`config.mk`:
```
export PLATFORM = sky130hd
export DESIGN_NAME = mtu_timer
export DESIGN_NICKNAME = d
export VERILOG_FILES = /design/src/logic/mtu_pkg.sv /design/src/logic/mtu_prescaler.sv /design/src/logic/mtu_timer.sv
export SDC_FILE = /design/constraint.sdc
export NUM_CORES = 1
export LEC_CHECK = 0
export ABC_CLOCK_PERIOD_IN_PS = 2800
export BUFFER_PORTS_ARGS = -buffer_cell sky130_fd_sc_hd__buf_4
export CORE_ASPECT_RATIO = 0.6
export CORE_MARGIN = 2
export CORE_UTILIZATION = 35
export CTS_BUF_LIST = sky130_fd_sc_hd__clkbuf_4
export DETAILED_ROUTE_END_ITERATION = 10
export SYNTH_ARGS = -nofsm -noshare
export SYNTH_HDL_FRONTEND = slang
export SYNTH_SLANG_ARGS = --single-unit
```
`constraint.sdc`:
```
create_clock -name clock -period 2.8 [get_ports clock]
set_input_delay 0.28 -clock clock [delete_from_list [all_inputs] [get_ports clock]]
set_output_delay 0.28 -clock clock [all_outputs]
set_load 0.02 [all_outputs]
```
`src/logic/mtu_pkg.sv`:
```
// Behaviour
// - 8-bit up-counter, free-running or limited by a programmable modulo value.
// - Overflow interrupt enabled by software gives periodic interrupt requests.
// - Prescaler source: bus clock, fixed clock, pin rising or pin falling edge.
// - Prescaler divides the source by 1,2,4,...,256 chosen by prescale select.
// - Source select 1:1 picks pin rising edge, 1:0 picks pin falling edge.
// - The count pin may feed this timer and the pulse-width timer together.
// - A gate bit, set by reset, switches the timer clock; clearing saves power.
// - An enabled timer keeps counting in wait; its interrupt can wake the core.
// - Timer disabled in every stop state and never wakes from stop.
// - Waking from deep stop, or light stop by reset, returns timer to reset.
// - Leaving light stop by interrupt keeps state; counting resumes from held value.
// - Background debug suspends counting; resume from held value unless cleared.
// - The external count pin is synchronised to the bus clock before use.
// - Four 8-bit registers: status/control, clock config, count, modulo limit.
// - Overflow flag sets on roll to 0x00 after modulo; interrupt while enabled.
// - Flag cleared by read-while-set then write 0, by counter clear or modulo write.
// - Writing 1 to counter clear zeroes count and flag; the bit reads 0.
// - Halt bit freezes the count while set; reset sets the halt bit.
package mtu_pkg;
    localparam logic [3:0] OFS_STATUS_CONTROL = 4'h0;
    localparam logic [3:0] OFS_CLOCK_CONFIG   = 4'h4;
    localparam logic [3:0] OFS_CURRENT_COUNT  = 4'h8;
    localparam logic [3:0] OFS_MODULO_LIMIT   = 4'hC;
    localparam int BIT_OVERFLOW_FLAG   = 7;
    localparam int BIT_OVERFLOW_IRQ_EN = 6;
    localparam int BIT_COUNTER_CLEAR   = 5;
    localparam int BIT_COUNTER_HALT    = 4;
    localparam int POS_SOURCE_SELECT   = 4;
    localparam logic [1:0] SRC_BUS       = 2'h0;
    localparam logic [1:0] SRC_FIXED     = 2'h1;
    localparam logic [1:0] SRC_PIN_FALL  = 2'h2;
    localparam logic [1:0] SRC_PIN_RISE  = 2'h3;
    localparam logic [3:0] PRESCALE_MAX  = 4'h8;
    localparam logic [7:0] RST_COUNT     = 8'h00;
    localparam logic [7:0] RST_MODULO    = 8'h00;
    localparam logic [5:0] RST_CLOCK_CFG = 6'h00;

    typedef struct packed {
        logic       deep_halt_level_one;
        logic       deep_halt_level_two;
        logic       light_halt_level;
        logic       light_exit_by_reset;
        logic       wait_state;
        logic       debug_active;
    } mtu_power_t;

    typedef struct packed {
        logic       overflow_flag;
        logic       overflow_irq_enable;
        logic       counter_halt;
        logic [1:0] source_select;
        logic [3:0] prescale_select;
        logic [7:0] modulo_limit;
    } mtu_cfg_t;
endpackage : mtu_pkg

```
`src/logic/mtu_prescaler.sv`:
```
`timescale 1ns/100ps
module mtu_prescaler
    import mtu_pkg::*;
(
    // Clock and reset
    input  wire logic       clock,
    input  wire logic       rst_n,
    // Control
    input  wire logic       sync_clear,
    input  wire logic       src_tick,
    input  wire logic [3:0] prescale_select,
    // Result
    output logic            count_tick
);
    logic [7:0] div_reg;
    logic [7:0] div_next;
    logic       tick_reg;
    logic       tick_next;

    function automatic logic [7:0] ratio_mask(input logic [3:0] sel);
        logic [3:0] s;
        s = (sel > PRESCALE_MAX) ? PRESCALE_MAX : sel;
        ratio_mask = 8'((9'h001 << s) - 9'h001);
    endfunction : ratio_mask

    always_comb begin
        div_next  = div_reg;
        tick_next = 1'b0;
        if (sync_clear) begin
            div_next = 8'h00;
        end else if (src_tick) begin
            // Divide by 1..256, out-of-range codes act as 256
            if ((div_reg & ratio_mask(prescale_select)) == ratio_mask(prescale_select)) begin
                div_next  = 8'h00;
                tick_next = 1'b1;
            end else begin
                div_next = 8'(div_reg + 8'h01);
            end
        end
    end

    always_ff @(posedge clock or negedge rst_n) begin
        if (!rst_n) begin
            div_reg  <= 8'h00;
            tick_reg <= 1'b0;
        end else begin
            div_reg  <= div_next;
            tick_reg <= tick_next;
        end
    end

    assign count_tick = tick_reg;

    tick_one_per_src_a : assert property (@(posedge clock) disable iff (!rst_n)
        tick_reg |-> $past(src_tick)) else $error("prescaler tick without source");
endmodule : mtu_prescaler

```
`src/logic/mtu_timer.sv`:
```
// The Avalon-MM interface to the registers and the register addresses were decided locally.
`timescale 1ns/100ps
module mtu_timer
    import mtu_pkg::*;
(
    // Clock and reset
    input  wire logic        clock,
    input  wire logic        rst_n,
    // Avalon-MM slave
    input  wire logic [3:0]  avs_address,
    input  wire logic        avs_read,
    input  wire logic        avs_write,
    input  wire logic [31:0] avs_writedata,
    input  wire logic [3:0]  avs_byteenable,
    output logic [31:0]      avs_readdata,
    output logic             avs_waitrequest,
    // System control
    input  wire logic        peripheral_clock_gate,
    input  wire logic        fixed_freq_clock,
    input  wire logic        ext_count_clock_pin,
    input  wire mtu_power_t  power_state,
    // Interrupt request
    output logic             irq
);
    mtu_cfg_t   cfg_reg,   cfg_next;
    logic [7:0] count_reg, count_next;
    logic       armed_reg, armed_next;
    logic [31:0] rdata_reg, rdata_next;
    logic       ack_reg,   ack_next;
    logic       irq_reg,   irq_next;
    logic [2:0] pin_sync_reg, fix_sync_reg;
    logic       wait_reg,  wait_next;
    logic       src_tick;
    logic       count_tick;
    logic       run;
    logic       reset_to_default;
    logic       wr_hit, rd_hit;

    // Two-flop synchronisers; third stage only for edge detection
    always_ff @(posedge clock or negedge rst_n) begin
        if (!rst_n) begin
            pin_sync_reg <= 3'h0;
            fix_sync_reg <= 3'h0;
        end else begin
            pin_sync_reg <= {pin_sync_reg[1:0], ext_count_clock_pin};
            fix_sync_reg <= {fix_sync_reg[1:0], fixed_freq_clock};
        end
    end

    always_comb begin
        case (cfg_reg.source_select)
            SRC_FIXED:    src_tick = fix_sync_reg[1] & ~fix_sync_reg[2];
            SRC_PIN_RISE: src_tick = pin_sync_reg[1] & ~pin_sync_reg[2];
            SRC_PIN_FALL: src_tick = ~pin_sync_reg[1] & pin_sync_reg[2];
            default:      src_tick = 1'b1;
        endcase
    end

    // Pin is only read, so a second timer may share it freely.
    // Stop and debug both freeze counting; wait does not.
    assign run = peripheral_clock_gate & ~cfg_reg.counter_halt & ~power_state.debug_active
               & ~power_state.deep_halt_level_one & ~power_state.deep_halt_level_two
               & ~power_state.light_halt_level;

    // Deep stop wake or reset-exit from light stop.
    assign reset_to_default = power_state.deep_halt_level_one | power_state.deep_halt_level_two
                            | (power_state.light_halt_level & power_state.light_exit_by_reset);

    // Write lands only at the edge that sees waitrequest low
    assign wr_hit = avs_write & ack_reg & avs_byteenable[0];
    assign rd_hit = avs_read & ~ack_reg;

    mtu_prescaler i_mtu_prescaler (
        .clock           (clock),
        .rst_n           (rst_n),
        .sync_clear      (reset_to_default),
        .src_tick        (src_tick & run),
        .prescale_select (cfg_reg.prescale_select),
        .count_tick      (count_tick)
    );

    always_comb begin
        cfg_next   = cfg_reg;
        count_next = count_reg;
        armed_next = armed_reg;
        rdata_next = rdata_reg;
        ack_next   = 1'b0;
        if (count_tick && run) begin
            if (cfg_reg.modulo_limit != 8'h00 && count_reg == cfg_reg.modulo_limit) begin
                count_next = 8'h00;
            end else begin
                count_next = 8'(count_reg + 8'h01);
            end
        end
        if (rd_hit) begin
            ack_next   = 1'b1;
            rdata_next = 32'h0000_0000;
            case (avs_address)
                OFS_STATUS_CONTROL: begin
                    rdata_next[BIT_OVERFLOW_FLAG]   = cfg_reg.overflow_flag;
                    rdata_next[BIT_OVERFLOW_IRQ_EN] = cfg_reg.overflow_irq_enable;
                    rdata_next[BIT_COUNTER_HALT]    = cfg_reg.counter_halt; // reads back as written
                    if (cfg_reg.overflow_flag) begin
                        armed_next = 1'b1;
                    end
                end
                OFS_CLOCK_CONFIG:  rdata_next[5:0] = {cfg_reg.source_select,
                                                      cfg_reg.prescale_select};
                OFS_CURRENT_COUNT: rdata_next[7:0] = count_reg;
                OFS_MODULO_LIMIT:  rdata_next[7:0] = cfg_reg.modulo_limit;
                default:           rdata_next = 32'h0000_0000;
            endcase
        end else if (avs_write && !ack_reg) begin
            ack_next = 1'b1;
        end
        if (wr_hit) begin
            case (avs_address)
                OFS_STATUS_CONTROL: begin
                    cfg_next.overflow_irq_enable = avs_writedata[BIT_OVERFLOW_IRQ_EN];
                    cfg_next.counter_halt        = avs_writedata[BIT_COUNTER_HALT];
                    if (!avs_writedata[BIT_OVERFLOW_FLAG] && armed_reg) begin
                        cfg_next.overflow_flag = 1'b0;
                    end
                    armed_next = 1'b0;
                    if (avs_writedata[BIT_COUNTER_CLEAR]) begin
                        count_next             = RST_COUNT;
                        cfg_next.overflow_flag = 1'b0;
                    end
                end
                OFS_CLOCK_CONFIG: begin
                    // Counter kept across source or ratio change
                    cfg_next.source_select   = avs_writedata[POS_SOURCE_SELECT +: 2];
                    cfg_next.prescale_select = avs_writedata[3:0];
                end
                OFS_MODULO_LIMIT: begin
                    cfg_next.modulo_limit  = avs_writedata[7:0];
                    count_next             = RST_COUNT;
                    cfg_next.overflow_flag = 1'b0;
                end
                default: ;
            endcase
        end
        // Overflow set wins over any clear in the same cycle
        // Judged from the old count, so a clear in the wrap tick cycle still raises the flag
        if (count_tick && run && cfg_reg.modulo_limit != 8'h00
            && count_reg == cfg_reg.modulo_limit) begin
            cfg_next.overflow_flag = 1'b1;
        end
        if (count_tick && run && cfg_reg.modulo_limit == 8'h00 && count_reg == 8'hFF) begin
            cfg_next.overflow_flag = 1'b1;
        end
        if (reset_to_default) begin
            cfg_next   = '{default: 1'b0, counter_halt: 1'b1, modulo_limit: RST_MODULO};
            count_next = RST_COUNT;
            armed_next = 1'b0;
        end
        irq_next = cfg_next.overflow_flag & cfg_next.overflow_irq_enable;
        wait_next = ~ack_next;
    end

    always_ff @(posedge clock or negedge rst_n) begin
        if (!rst_n) begin
            cfg_reg   <= '{default: 1'b0, counter_halt: 1'b1, modulo_limit: RST_MODULO};
            count_reg <= RST_COUNT;
            armed_reg <= 1'b0;
            rdata_reg <= 32'h0000_0000;
            ack_reg   <= 1'b0;
            irq_reg   <= 1'b0;
            wait_reg  <= 1'b1;
        end else begin
            cfg_reg   <= cfg_next;
            count_reg <= count_next;
            armed_reg <= armed_next;
            rdata_reg <= rdata_next;
            ack_reg   <= ack_next;
            irq_reg   <= irq_next;
            wait_reg  <= wait_next;
        end
    end

    // Waitrequest low one cycle after the request is seen
    assign avs_waitrequest = wait_reg;
    assign avs_readdata = rdata_reg;
    assign irq          = irq_reg;

    irq_level_a : assert property (@(posedge clock) disable iff (!rst_n)
        irq == (cfg_reg.overflow_flag & cfg_reg.overflow_irq_enable))
        else $error("irq level mismatch");
    halt_freezes_a : assert property (@(posedge clock) disable iff (!rst_n)
        $past(cfg_reg.counter_halt) && !$past(wr_hit) && !$past(reset_to_default)
        |-> $stable(count_reg)) else $error("count moved while halted");
    modulo_wrap_a : assert property (@(posedge clock) disable iff (!rst_n)
        count_tick && run && cfg_reg.modulo_limit != 8'h00
        && count_reg == cfg_reg.modulo_limit |=> count_reg == 8'h00 && cfg_reg.overflow_flag)
        else $error("modulo wrap missing");
    count_step_a : assert property (@(posedge clock) disable iff (!rst_n)
        count_tick && run && !wr_hit && !reset_to_default && count_reg != cfg_reg.modulo_limit
        |=> count_reg == 8'($past(count_reg) + 8'h01)) else $error("count step wrong");
    clear_zero_a : assert property (@(posedge clock) disable iff (!rst_n)
        wr_hit && avs_address == OFS_STATUS_CONTROL && avs_writedata[BIT_COUNTER_CLEAR]
        && !(count_tick && run) |=> count_reg == 8'h00 && !cfg_reg.overflow_flag)
        else $error("counter clear failed");
    stop_freeze_a : assert property (@(posedge clock) disable iff (!rst_n)
        power_state.light_halt_level && !power_state.light_exit_by_reset && !wr_hit
        |=> $stable(count_reg)) else $error("count moved in stop");
    deep_reset_a : assert property (@(posedge clock) disable iff (!rst_n)
        power_state.deep_halt_level_one |=> cfg_reg.counter_halt && count_reg == 8'h00)
        else $error("deep stop did not reset");
    gate_off_a : assert property (@(posedge clock) disable iff (!rst_n)
        !peripheral_clock_gate && !wr_hit && !reset_to_default |=> $stable(count_reg))
        else $error("count moved with clock gated");
    bus_answer_a : assert property (@(posedge clock) disable iff (!rst_n)
        (avs_read || avs_write) && !ack_reg |=> !avs_waitrequest)
        else $error("no bus answer");
    cover_overflow_c : cover property (@(posedge clock) $rose(cfg_reg.overflow_flag));
    cover_irq_c      : cover property (@(posedge clock) $rose(irq));
    cover_pin_c      : cover property (@(posedge clock)
        cfg_reg.source_select == SRC_PIN_FALL && count_tick);
endmodule : mtu_timer

```
# == Yosys cells after proc, flatten, opt, wreduce, memory -nomap -nowiden ==
# Index checks and enable logic that the tools add are counted.
# totals
register_bits,52
input_bits,53
wordCells,114
# op_classes
addsub,3
order_cmp,1
eq_ne,9
shift,1
mux,36
bitwise,27
reduce_logical,21
# op_table
cell,n
8-bit two-way mux,9
17-bit two-way mux,2
"8-bit by 1-bit adder with 8-bit output, second input constant",2
8-bit equality test,2
8-bit case mux with 2 select lines,1
1-bit two-way mux,15
1-bit bitwise AND,14
4-bit case mux with 3 select lines,1
1-bit NOT,10
2-bit nonzero test,5
8-bit bitwise AND,1
"4-bit equality test, second input constant",2
"8-bit equality test, second input constant",1
1-bit logical AND,8
8-bit zero test,1
8-bit nonzero test,1
"1-bit by 4-bit left shift with 8-bit output, first input constant",1
"8-bit by 1-bit subtractor with 8-bit output, second input constant",1
6-bit two-way mux,1
1-bit case mux with 3 select lines,2
2-bit case mux with 3 select lines,1
2-bit AND reduction,3
"2-bit equality test, second input constant",2
"4-bit by 3-bit equality test with 1-bit output, second input constant",1
other kinds (9),11

# == Longest topological paths before layout ==
# Gate-level depths: netlist of the first run.
# depth
depth_word,13
mapped_depth,9

# == Modules after synthesis ==
# Synthesis of the first run repeated with hierarchy kept, for this count alone.
# unflattened
cells_unflattened,287
area_unflattened_um2,2984.1
# by_module_without_submodules
mod,n_inst,cells_per_inst,area_each_um2,seq_area_each_um2
mtu_timer,1,217,2323.5,1078.5
mtu_prescaler,1,70,660.6,225.2

# == Worst setup path before layout of the first run ==
# OpenSTA, ideal clock, no wires.
# synth_timing
path_kind,reg2reg
from,reg cfg_reg[11] (netlist bit)
to,reg i_mtu_prescaler.div_reg[1]
setup_time_ns,0.122
t_arrival_ns,2.322
setup_slack_ns,0.356
path_stages_with_launch,9
n_path_buf,1
synth_period_minus_slack_ns,2.444
path_cell_list,dfrtp_1 buf_2 or4_4 ha_1 and2_1 o211ai_1 a21oi_1 or3_4 a32o_1
# synth_via
elab_chain_len,9
# synth_rtl
item,line_no,text
"start, declared",mtu_timer.sv:25,"mtu_cfg_t cfg_reg, cfg_next;"
"start signal, assigned",mtu_timer.sv:171,cfg_reg <= cfg_next;
4-bit > comparator,mtu_prescaler.sv:22,s = (sel > PRESCALE_MAX) ? PRESCALE_MAX : sel;
4-bit two-way mux (*),mtu_prescaler.sv:22,
1-bit by 4-bit left shift with 8-bit output (*),mtu_prescaler.sv:23,ratio_mask = 8'((9'h001 << s) - 9'h001);
8-bit by 1-bit subtractor with 8-bit output (*),mtu_prescaler.sv:23,
8-bit bitwise AND,mtu_prescaler.sv:33,if ((div_reg & ratio_mask(prescale_select)) == ratio_mask(prescale_select)) begin
8-bit equality test (*),mtu_prescaler.sv:33,
8-bit two-way mux (*),mtu_prescaler.sv:33,
8-bit two-way mux (*),mtu_prescaler.sv:31,end else if (src_tick) begin
8-bit two-way mux (*),mtu_prescaler.sv:29,if (sync_clear) begin
"end signal, assigned",mtu_prescaler.sv:47,div_reg <= div_next;
"end, declared",mtu_prescaler.sv:15,logic [7:0] div_reg;
# Mark *: on every way between the ends. The rest lies on a longest branch, timed or not. The select of a mux whose other input is x is not followed.
# A chain may end at the register's enable or synchronous reset.

# == Worst setup path in the final report of the first run ==
# layout_timing
from,reg cfg_reg[8] (netlist bit)
to,reg i_mtu_prescaler.div_reg[6]
# The elaborated chain is that of the path after synthesis.

==> results.yml, run 1 <==
worst_hold_path:
  hp-start: "avs_writedata[4]"
  holdPathEnd: "cfg_reg[14]"
  hold_path.class: "input pin to flip-flop"
  min_path_cells: 3
place:
  portBuffers: 34
  dp_hpwl_um: 5620
  place_congestion: 0.942
  pre_cts_ws_ns: 0.269
cells_and_area:
  final_common_cell: "dfrtp_1"
  final_nets: 418
  largest_reg_flops: 17
  multi_input_area_sq_mm: 0.00152
  regArea_sq_mm: 0.00130
  insertedDiodeCount: 0
  layout-drive-gt1-share_pct: 17.9
  fillers: 819
  final_cell_mix: "50 x dfrtp_1, 43 x buf_4, 38 x nand2_1"
  syn_to_final_growth_pct: 14.8
clocking:
  cts_buffer_depth: 2
  cts_buffers: 5
  cts_root_buf: "clkbuf_4"
  cts_htree_levels: 2
  post_cts_buffers: 0
  clk_latency_ns: 0.39
  clk_pin_slew_worst_paths_ns: 0.16
  clock-sinks: 52
  tritoncts: "yes"
drt:
  routed-via-count: 2450
  drtIter0Drc: 200
  routed_wirelength_um: 7500
  ant_nets: 0
  dr_wl_met2_um: 2770
  wl_met3_um: 715
  highest_layer: "met4"
  drc: 0
  wirelength_met1_um: 3960
  drt-wirelength-per-cell_um: 15.8
  drt_pass1_iterations: 4
  via_per_inst: 5.16
yosys:
  synth_area_per_cell_sq_um: 9.28
  ys_async_sr_fraction_pct: 100
  ys_seq_area_share_pct: 43.8
  synth_ff_type: "dfrtp_1"
  synthCells: 321
  synth_edf_count: 0
  yosysWarnings: 0
  synth_cell_types: 51
  syn_area_sq_mm: 0.00298
  ys_seq_elements: 52
sta:
  rsz0062_at_grt: "no"
  drv_slew: 0
  relSlewSlack_pct: 54.7
  fin_setup_tns_ns: 0
  setup_viol: 0
  skew_ns: 0.00731
  finalCritPeriodShare_pct: 91.3
  max_freq_mhz: 391
  worst_pin_slew_ns: 0.679
  fin_ws_ns: 0.243
  layout_min_cycle_time_ns: 2.56
  hold_viol_final: 0
worst_setup_path:
  start_kind: "flip-flop"
  worst-path-max-fanout: 6
  crit_path_end_kind: "flip-flop"
  arrival_ns: 2.83
  worstReg2RegStart: "cfg_reg[8]"
  criticalPathCategory: "flip-flop to flip-flop"
  regToRegSetupSlack_ns: 0.24
  required_ns: 3.07
  r2r_end: "i_mtu_prescaler.div_reg[6]"
  r2r_cells: 7
  crit_path_start: "cfg_reg[8]"
flow_run:
  cap_violations: 0
grt:
  grt_max_degree: 53
  grt_pass1_wl_um: 12100
  antenna_found_initial: 0
  gr-total-overflow: 0
  grt_use_total_pct: 17.6
  grt_pass1_vias: 2246
die:
  fp.dieH_um: 75.5
  core_region_area_sq_mm: 0.00839
  dieWidth_um: 123
  start_util_pct: 35.5
  die_area_sq_mm: 0.00929
  io-pin-count: 87
  rows: 26
pwr:
  power-per-cell-area_mw_per_mm2: 396
  combPwrFrac_pct: 9.9
  vdd_drop_max_mv: 0.176
  p_leak_nw: 1.54
  swShare_pct: 26.6
  clkPwrFrac_pct: 33.7
  seq_power_share_pct: 56.4
  p_switching_mw: 0.360
  fin_total_pwr_mw: 1.36
  intPower_mw: 0.995
run_status:
  status: "complete, no violations"
synthesized netlist by cell type, types with 2 or more instances:
| master | number | area share, % |
|---|---|---|
| o21ai_0 | 19 | 3.2 |
| nor2_1 | 26 | 3.3 |
| buf_4 | 24 | 6.0 |
| and2_1 | 4 | 0.84 |
| o2bb2ai_1 | 3 | 0.88 |
| nor4_1 | 2 | 0.42 |
| mux2i_1 | 10 | 3.4 |
| and3_1 | 4 | 0.84 |
| a21o_1 | 4 | 1.0 |
| o311ai_0 | 4 | 1.2 |
| a211oi_1 | 2 | 0.50 |
| xnor2_1 | 10 | 2.9 |
| nand4_1 | 3 | 0.63 |
| mux2_2 | 4 | 1.5 |
| ha_1 | 3 | 1.3 |
| nand2_1 | 38 | 4.8 |
| clkbuf_1 | 10 | 1.3 |
| dfrtp_1 | 50 | 42 |
| nor4b_1 | 3 | 0.88 |
| nand3_1 | 21 | 3.5 |
| or3_1 | 4 | 0.84 |
| a32o_1 | 2 | 0.67 |
| a21oi_1 | 13 | 2.2 |
| a22oi_1 | 5 | 1.3 |
| o211ai_1 | 5 | 1.3 |
| nand2b_1 | 3 | 0.63 |
| a22o_1 | 6 | 1.8 |
| nor3_1 | 6 | 1.0 |
| inv_1 | 6 | 0.76 |
| nor2b_1 | 5 | 1.0 |
| dfstp_2 | 2 | 1.8 |
metrics by stage:
step / std cells / utilization, % / cell area (sq um) / hold WS (ns)
floorplan: 344 / - / 3070 / -0.0156
global placement: 464 / 39.4 / 3310 / 0.332
detailed placement: 464 / 39.4 / 3310 / 0.336
CTS: 475 / 40.8 / 3420 / 0.100
global route: 475 / 40.8 / 3420 / 0.108
finish: 475 / 40.8 / 3420 / 0.123
repair_timing:
| action | in CTS | in global routing |
|---|---|---|
| endpoints found under the hold margin | 52 | 0 |
| endpoints found under the setup margin | 0 | 0 |
| gates resized for setup | 0 | 0 |
| hold buffers | 3 | 0 |
worst max-delay path, cell delays in order, from the launching register on:
cell	delay, ns
dfrtp_1	0.41
or4_4	0.54
ha_1	0.26
and2_1	0.16
o211ai_1	0.15
a21oi_1	0.18
o31ai_2	0.56
o211ai_1	0.17
power groups by stage:
stage / clock, mW / sequential [mW] / combinational (mW)
floorplan: 0 / 0.782 / 0.0899
global placement: 0 / 0.779 / 0.129
detailed placement: 0 / 0.779 / 0.131
CTS: 0.475 / 0.765 / 0.135
global route: 0.503 / 0.767 / 0.149
finish: 0.457 / 0.765 / 0.134
per-layer routing:
layer / up-vias / global-route usage [%]
li1: 1180 / -
met1: 1155 / 28.5
met2: 108 / 21.7
met3: 7 / 5.24
met4: 0 / 4.92
met5: - / 0
cell type report:
class                           count  area share, %
Tap cell                          112           4.10
Clock buffer                        5           1.10
Clock inverter                      3           1.39
Sequential cell                    52           38.1
Timing Repair Buffer               46           10.3
Inverter                            6          0.658
Multi-Input combinational cell    251           44.3
worst max-delay path by stage:
stage / end / slack [ns] / cells after the start
after floorplan: i_mtu_prescaler.div_reg[1] / 0.36 / 8
final: i_mtu_prescaler.div_reg[6] / 0.24 / 7
after CTS: i_mtu_prescaler.div_reg[6] / 0.23 / 7
after global placement: i_mtu_prescaler.div_reg[4] / 0.30 / 7
after global routing: i_mtu_prescaler.div_reg[6] / 0.11 / 7
after detailed placement: i_mtu_prescaler.div_reg[6] / 0.27 / 7
kinds of logic after synthesis:
kind of cell | count (synthesis) | synth area share, %
buf+inv | 41 | 8.23
fa+ha+maj | 3 | 1.26
mux | 15 | 5.63
simple gates | 126 | 21.0
compound gates | 72 | 16.8
xor+xnor | 11 | 3.23
other cells | 1 | 0.126
flops | 52 | 43.8
Power figures use the tool's default switching activity.
==> run 2, diff against run 1 <==
BUFFER_PORTS_ARGS = default   (was -buffer_cell sky130_fd_sc_hd__buf_4)
DONT_BUFFER_PORTS = 1   (was default)
PLACE_DENSITY = 0.49   (was default)
REMOVE_ABC_BUFFERS = 1   (was default)
==> run 2 against run 1 <==
  * Sequential power up 0.5%
  * Core utilization down 2.9 points
  * First-iteration DRC count down 20%
  * Wire length up 1.3%
  * Clock power down 23%
  * Non-clock buffer count down 32
  * Largest power group unchanged
  * Cell area down 7.2%
  * Die area unchanged
  * Highest routed layer unchanged
==> results.yml, run 2 (synthesized netlist as in run 1, its figures left out) <==
run_status:
  status: "complete, no violations"
die:
  rows: 26
  core_region_area_sq_mm: 0.00839
  io-pin-count: 87
  die_area_sq_mm: 0.00929
  dieWidth_um: 123
  fp.dieH_um: 75.5
  start_util_pct: 35.5
worst_hold_path:
  holdPathEnd: "cfg_reg[10]"
  hp-start: "avs_writedata[2]"
  hold_path.class: "input pin to flip-flop"
  min_path_cells: 2
sta:
  max_freq_mhz: 383
  setup_viol: 0
  skew_ns: 0.0122
  layout_min_cycle_time_ns: 2.61
  rsz0062_at_grt: "no"
  fin_setup_tns_ns: 0
  worst_pin_slew_ns: 0.724
  drv_slew: 0
  relSlewSlack_pct: 51.6
  hold_slack_ns: 0.0262
  hold_viol_final: 0
  fin_ws_ns: 0.190
  finalCritPeriodShare_pct: 93.2
cells_and_area:
  final_common_cell: "dfrtp_1"
  insertedDiodeCount: 0
  final_nets: 386
  fillers: 852
  final_cell_mix: "50 x dfrtp_1, 38 x nand2_1, 26 x nor2_1"
  largest_reg_flops: 17
  syn_to_final_growth_pct: 6.55
  layout-drive-gt1-share_pct: 9.37
clocking:
  cts_buffers: 5
  cts_root_buf: "clkbuf_4"
  tritoncts: "yes"
  cts_htree_levels: 2
  clk_pin_slew_worst_paths_ns: 0.15
  cts_resized: 0
  clk_latency_ns: 0.38
  cts_buffer_depth: 2
  clock-sinks: 52
worst_setup_path:
  criticalPathCategory: "flip-flop to flip-flop"
  cp.depth: 7
  crit_path_end_kind: "flip-flop"
  required_ns: 3.04
  max_stage_delay_ns: 0.53
  arrival_ns: 2.85
  worst-path-max-fanout: 8
  crit_path_top_delay_cell: "o31ai_2"
  worstReg2RegStart: "cfg_reg[10]"
  start_kind: "flip-flop"
  crit_family: "compound AO/OA/AOI/OAI gates"
  r2r_cells: 7
  regToRegSetupSlack_ns: 0.19
  critPathBufInv: 0
  r2r_end: "i_mtu_prescaler.div_reg[3]"
  worstPathCellList: "or4_4 > ha_1 > and2_1 > o211ai_1 > a21oi_1 > o31ai_2 > o2bb2ai_1"
pwr:
  fin_total_pwr_mw: 1.22
  power-per-cell-area_mw_per_mm2: 385
  p_leak_nw: 1.37
  vdd_drop_max_mv: 0.160
drt:
  via_per_inst: 5.34
  ant_nets: 0
  drt-wirelength-per-cell_um: 17.1
  drc: 0
  routed_wirelength_um: 7590
  routed-via-count: 2365
  drtIter0Drc: 160
  drt_pass1_iterations: 4
flow_run:
  cap_violations: 0
grt:
  gr-total-overflow: 0
  antenna_found_initial: 0
  grt_max_degree: 53
  grt_pass1_vias: 2181
  grt_pass1_wl_um: 12200
  grt_use_total_pct: 17.7
place:
  dp_hpwl_um: 5690
  pre_cts_ws_ns: 0.262
  place_congestion: 0.890
  portBuffers: 0
==> run 2: worst max-delay path by stage <==
stage,start,end
final,cfg_reg[10],i_mtu_prescaler.div_reg[3]
after global routing,cfg_reg[10],i_mtu_prescaler.div_reg[3]
after CTS,cfg_reg[8],i_mtu_prescaler.div_reg[3]
after detailed placement,cfg_reg[8],i_mtu_prescaler.div_reg[3]
after global placement,cfg_reg[10],i_mtu_prescaler.div_reg[2]
after floorplan,cfg_reg[8],i_mtu_prescaler.div_reg[1]
==> run 2: repair_timing <==
item	4_1_cts	5_1_grt
hold endpoints to repair	55	0
buffers inserted	0	0
hold buffers	5	0
==> run 2: per-layer routing <==
metal	global-route usage, %	routed length (um)
met1	28.7	4110
met2	22.2	2750
met3	5.91	674
met4	3.03	57
met5	0	0
==> run 2: metrics by stage <==
| stage | std cells | utilization [%] | cell area, sq um |
|---|---|---|---|
| final | 443 | 37.8 | 3170 |
| after global placement | 430 | 36.3 | 3050 |
| after floorplan | 309 | - | 2840 |
| after CTS | 443 | 37.8 | 3170 |
| after global routing | 443 | 37.8 | 3170 |
| after detailed placement | 430 | 36.3 | 3050 |
==> run 2: cell type report <==
class | instances | area [sq um] | area share [%]
clock buffers | 7 | 52.6 | 1.66
clock inverters | 1 | 3.75 | 0.118
inverters | 6 | 22.5 | 0.710
multi-input cells | 251 | 1520 | 47.8
flip-flops and latches | 52 | 1300 | 41.1
well taps | 112 | 140 | 4.41
repair buffers | 14 | 135 | 4.26
==> run 2: power breakdown <==
group          internal, mW  switching, mW  leakage [nW]
logic                0.0247         0.0762         0.634
clock network         0.117          0.236        0.0338
registers             0.761        0.00756         0.704
total                 0.903          0.320          1.37
==> run 3, diff against run 2 <==
ABC_CLOCK_PERIOD_IN_PS = 3340   (was 2800)
SYNTH_HIERARCHICAL = 1   (was default)
clock period = 3.34 ns   (was 2.8 ns; I/O delays follow)
==> run 3 against run 2 <==
  * Sequential power fell by 16%
  * Clock-buffer cell count fell by 2
  * Synthesized cell count fell by 11%
  * Cell area fell by 0.79%
  * Clock power fell by 16%
  * Critical path type unchanged
  * Largest cell class unchanged
  * Highest routed layer unchanged
==> results.yml, run 3 <==
yosys:
  yosysMostFrequentCell: "dfrtp_1"
  synth_area_leaders: "dfrtp_1 42%, mux2i_1 6.4%, buf_4 6.0%, nor2_1 3.6%, o21ai_0 2.3%"
  synth_edf_count: 0
  yosysWarnings: 6
  synthCells: 287
  ys_async_sr_fraction_pct: 100
  synth_ff_type: "dfrtp_1"
  ys_seq_elements: 52
  synth_cell_types: 64
  synth_top_area_share_pct: 41.9
  synth_largest_area_cell: "dfrtp_1"
  synth_commonest_cells: "50 x dfrtp_1, 29 x nor2_1, 24 x buf_4"
  synth_area_per_cell_sq_um: 10.4
  ys_seq_area_share_pct: 43.7
  syn_area_sq_mm: 0.00298
sta:
  max_freq_mhz: 341
  finalCritPeriodShare_pct: 87.9
  skew_ns: 0.0165
  hold_viol_final: 0
  worst_pin_slew_ns: 0.977
  setup_viol: 0
  hold_slack_ns: 0.0841
  relSlewSlack_pct: 34.9
  drv_slew: 0
  layout_min_cycle_time_ns: 2.94
  fin_setup_tns_ns: 0
  rsz0062_at_grt: "no"
worst_setup_path:
  worst-path-max-fanout: 9
  critPathBufInv: 0
  cp.depth: 8
  start_kind: "flip-flop"
  regToRegSetupSlack_ns: 0.40
  worstReg2RegStart: "cfg_reg[11]"
  crit_path_top_delay_cell: "dfrtp_1"
  r2r_cells: 8
  arrival_ns: 3.18
  r2r_end: "i_mtu_prescaler/div_reg[5]"
  crit_path_end_kind: "flip-flop"
  criticalPathCategory: "flip-flop to flip-flop"
  max_stage_delay_ns: 0.50
  required_ns: 3.58
  worstPathCellList: "or2_2 > or3b_2 > ha_1 > and2b_1 > mux2_2 > a2111oi_4 > o21a_4 > a2111oi_0"
  crit_family: "simple AND/OR/NAND/NOR gates"
cells_and_area:
  layout-drive-gt1-share_pct: 12.3
  syn_to_final_growth_pct: 5.53
  insertedDiodeCount: 0
  final_nets: 348
  fillers: 863
  final_cell_mix: "50 x dfrtp_1, 29 x nor2_1, 24 x conb_1"
  final_common_cell: "dfrtp_1"
  largest_reg_flops: 17
drt:
  drc: 0
  drtIter0Drc: 184
  routed-via-count: 2082
  via_per_inst: 5.14
  ant_nets: 0
  drt_pass1_iterations: 4
  routed_wirelength_um: 6930
  drt-wirelength-per-cell_um: 17.1
pwr:
  fin_total_pwr_mw: 1.02
  power-per-cell-area_mw_per_mm2: 323
  p_leak_nw: 1.42
  vdd_drop_max_mv: 0.124
die:
  dieWidth_um: 123
  core_region_area_sq_mm: 0.00839
  fp.dieH_um: 75.5
  rows: 26
  die_area_sq_mm: 0.00931
  start_util_pct: 35.6
  io-pin-count: 87
clocking:
  clock-sinks: 52
  clk_latency_ns: 0.39
  cts_htree_levels: 2
  clk_pin_slew_worst_paths_ns: 0.16
  cts_resized: 0
  tritoncts: "yes"
  cts_root_buf: "clkbuf_4"
  cts_buffer_depth: 2
  cts_buffers: 5
worst_hold_path:
  min_path_cells: 2
  hold_path.class: "input pin to flip-flop"
  hp-start: "avs_read"
  holdPathEnd: "ack_reg"
place:
  place_congestion: 0.794
  portBuffers: 0
  dp_hpwl_um: 5150
grt:
  grt_max_degree: 53
  grt_pass1_vias: 1986
  gr-total-overflow: 0
  antenna_found_initial: 0
  grt_pass1_wl_um: 11000
  grt_use_total_pct: 15.9
run_status:
  status: "complete, no violations"
flow_run:
  cap_violations: 0
-- run 3: cell count changes in the layout (fill, tap and decap cells not counted), sizes merged, moves of 4 or more --
cell and change:
mux2i +9, o311ai -4, nand3 -13, o21ai -5
a21oi -10, xor2 +4, o211ai -5, nand2 -26
buf -4, a2111oi +6
-- run 3: stage by stage --
| step | setup slack [ns] | area (sq um) | util [%] | instances |
|---|---|---|---|---|
| final | 0.405 | 3150 | 37.5 | 405 |
| after global routing | 0.269 | 3150 | 37.5 | 405 |
| after CTS | 0.423 | 3150 | 37.5 | 405 |
| after detailed placement | 0.445 | 3040 | 36.2 | 393 |
| after global placement | 0.468 | 3040 | 36.2 | 393 |
| after floorplan | 0.297 | 2850 | - | 276 |
-- run 3: layout make-up --
class | count | area, sq um | share of cell area (%)
inverter | 4 | 15.0 | 0.477
sequential | 52 | 1300 | 41.4
clock inverter | 3 | 18.8 | 0.596
clock buffer | 5 | 37.5 | 1.19
timing repair buffer | 9 | 95.1 | 3.02
multi-input combinational | 220 | 1540 | 48.9
tap | 112 | 140 | 4.45
-- run 3: kinds of logic after synthesis --
logic type,Yosys count,synth area share (%)
and+or+nand+nor,103,20.7
DFF,52,43.7
AOI/OAI and AO/OA,51,13.0
buffers and inverters,38,7.84
muxes,26,9.52
xor gates and xnor gates,13,3.82
adders and majority gates,3,1.26
other,1,0.126
-- run 3: worst max path at each step --
stage                     slack [ns]                    endpoint         from
after floorplan                 0.30  i_mtu_prescaler/div_reg[6]  cfg_reg[14]
after global placement          0.47  i_mtu_prescaler/div_reg[4]  cfg_reg[11]
after detailed placement        0.45  i_mtu_prescaler/div_reg[2]  cfg_reg[11]
after CTS                       0.42  i_mtu_prescaler/div_reg[2]  cfg_reg[11]
after global routing            0.27  i_mtu_prescaler/div_reg[4]  cfg_reg[11]
final                           0.40  i_mtu_prescaler/div_reg[5]  cfg_reg[11]
-- run 3: worst reg2reg max path: stages (launching register included) --
cell       delay, ns
dfrtp_1         0.50
or2_2           0.37
or3b_2          0.45
ha_1            0.26
and2b_1         0.18
mux2_2          0.28
a2111oi_4       0.41
o21a_4          0.24
a2111oi_0       0.11
-- run 3: routing by layer --
metal | routed length [um] | up-vias | track usage [%]
met1 | 3760 | 1017 | 25.5
li1 | - | 1007 | -
met4 | 30 | 0 | 3.03
met5 | 0 | - | 0
met3 | 585 | 4 | 4.72
met2 | 2560 | 54 | 20.8
-- run 3: repair_timing --
item	in CTS	in global routing
hold buffers	4	0
buffers inserted	0	0
endpoints found under the hold margin	54	0
-- run 3: power by group --
part | switching, mW | internal [mW] | total (mW) | leakage, nW
clock | 0.216 | 0.0797 | 0.296 | 0.0249
combinational | 0.0576 | 0.0192 | 0.0767 | 0.689
sequential | 0.00618 | 0.638 | 0.645 | 0.704
total | 0.280 | 0.737 | 1.02 | 1.42
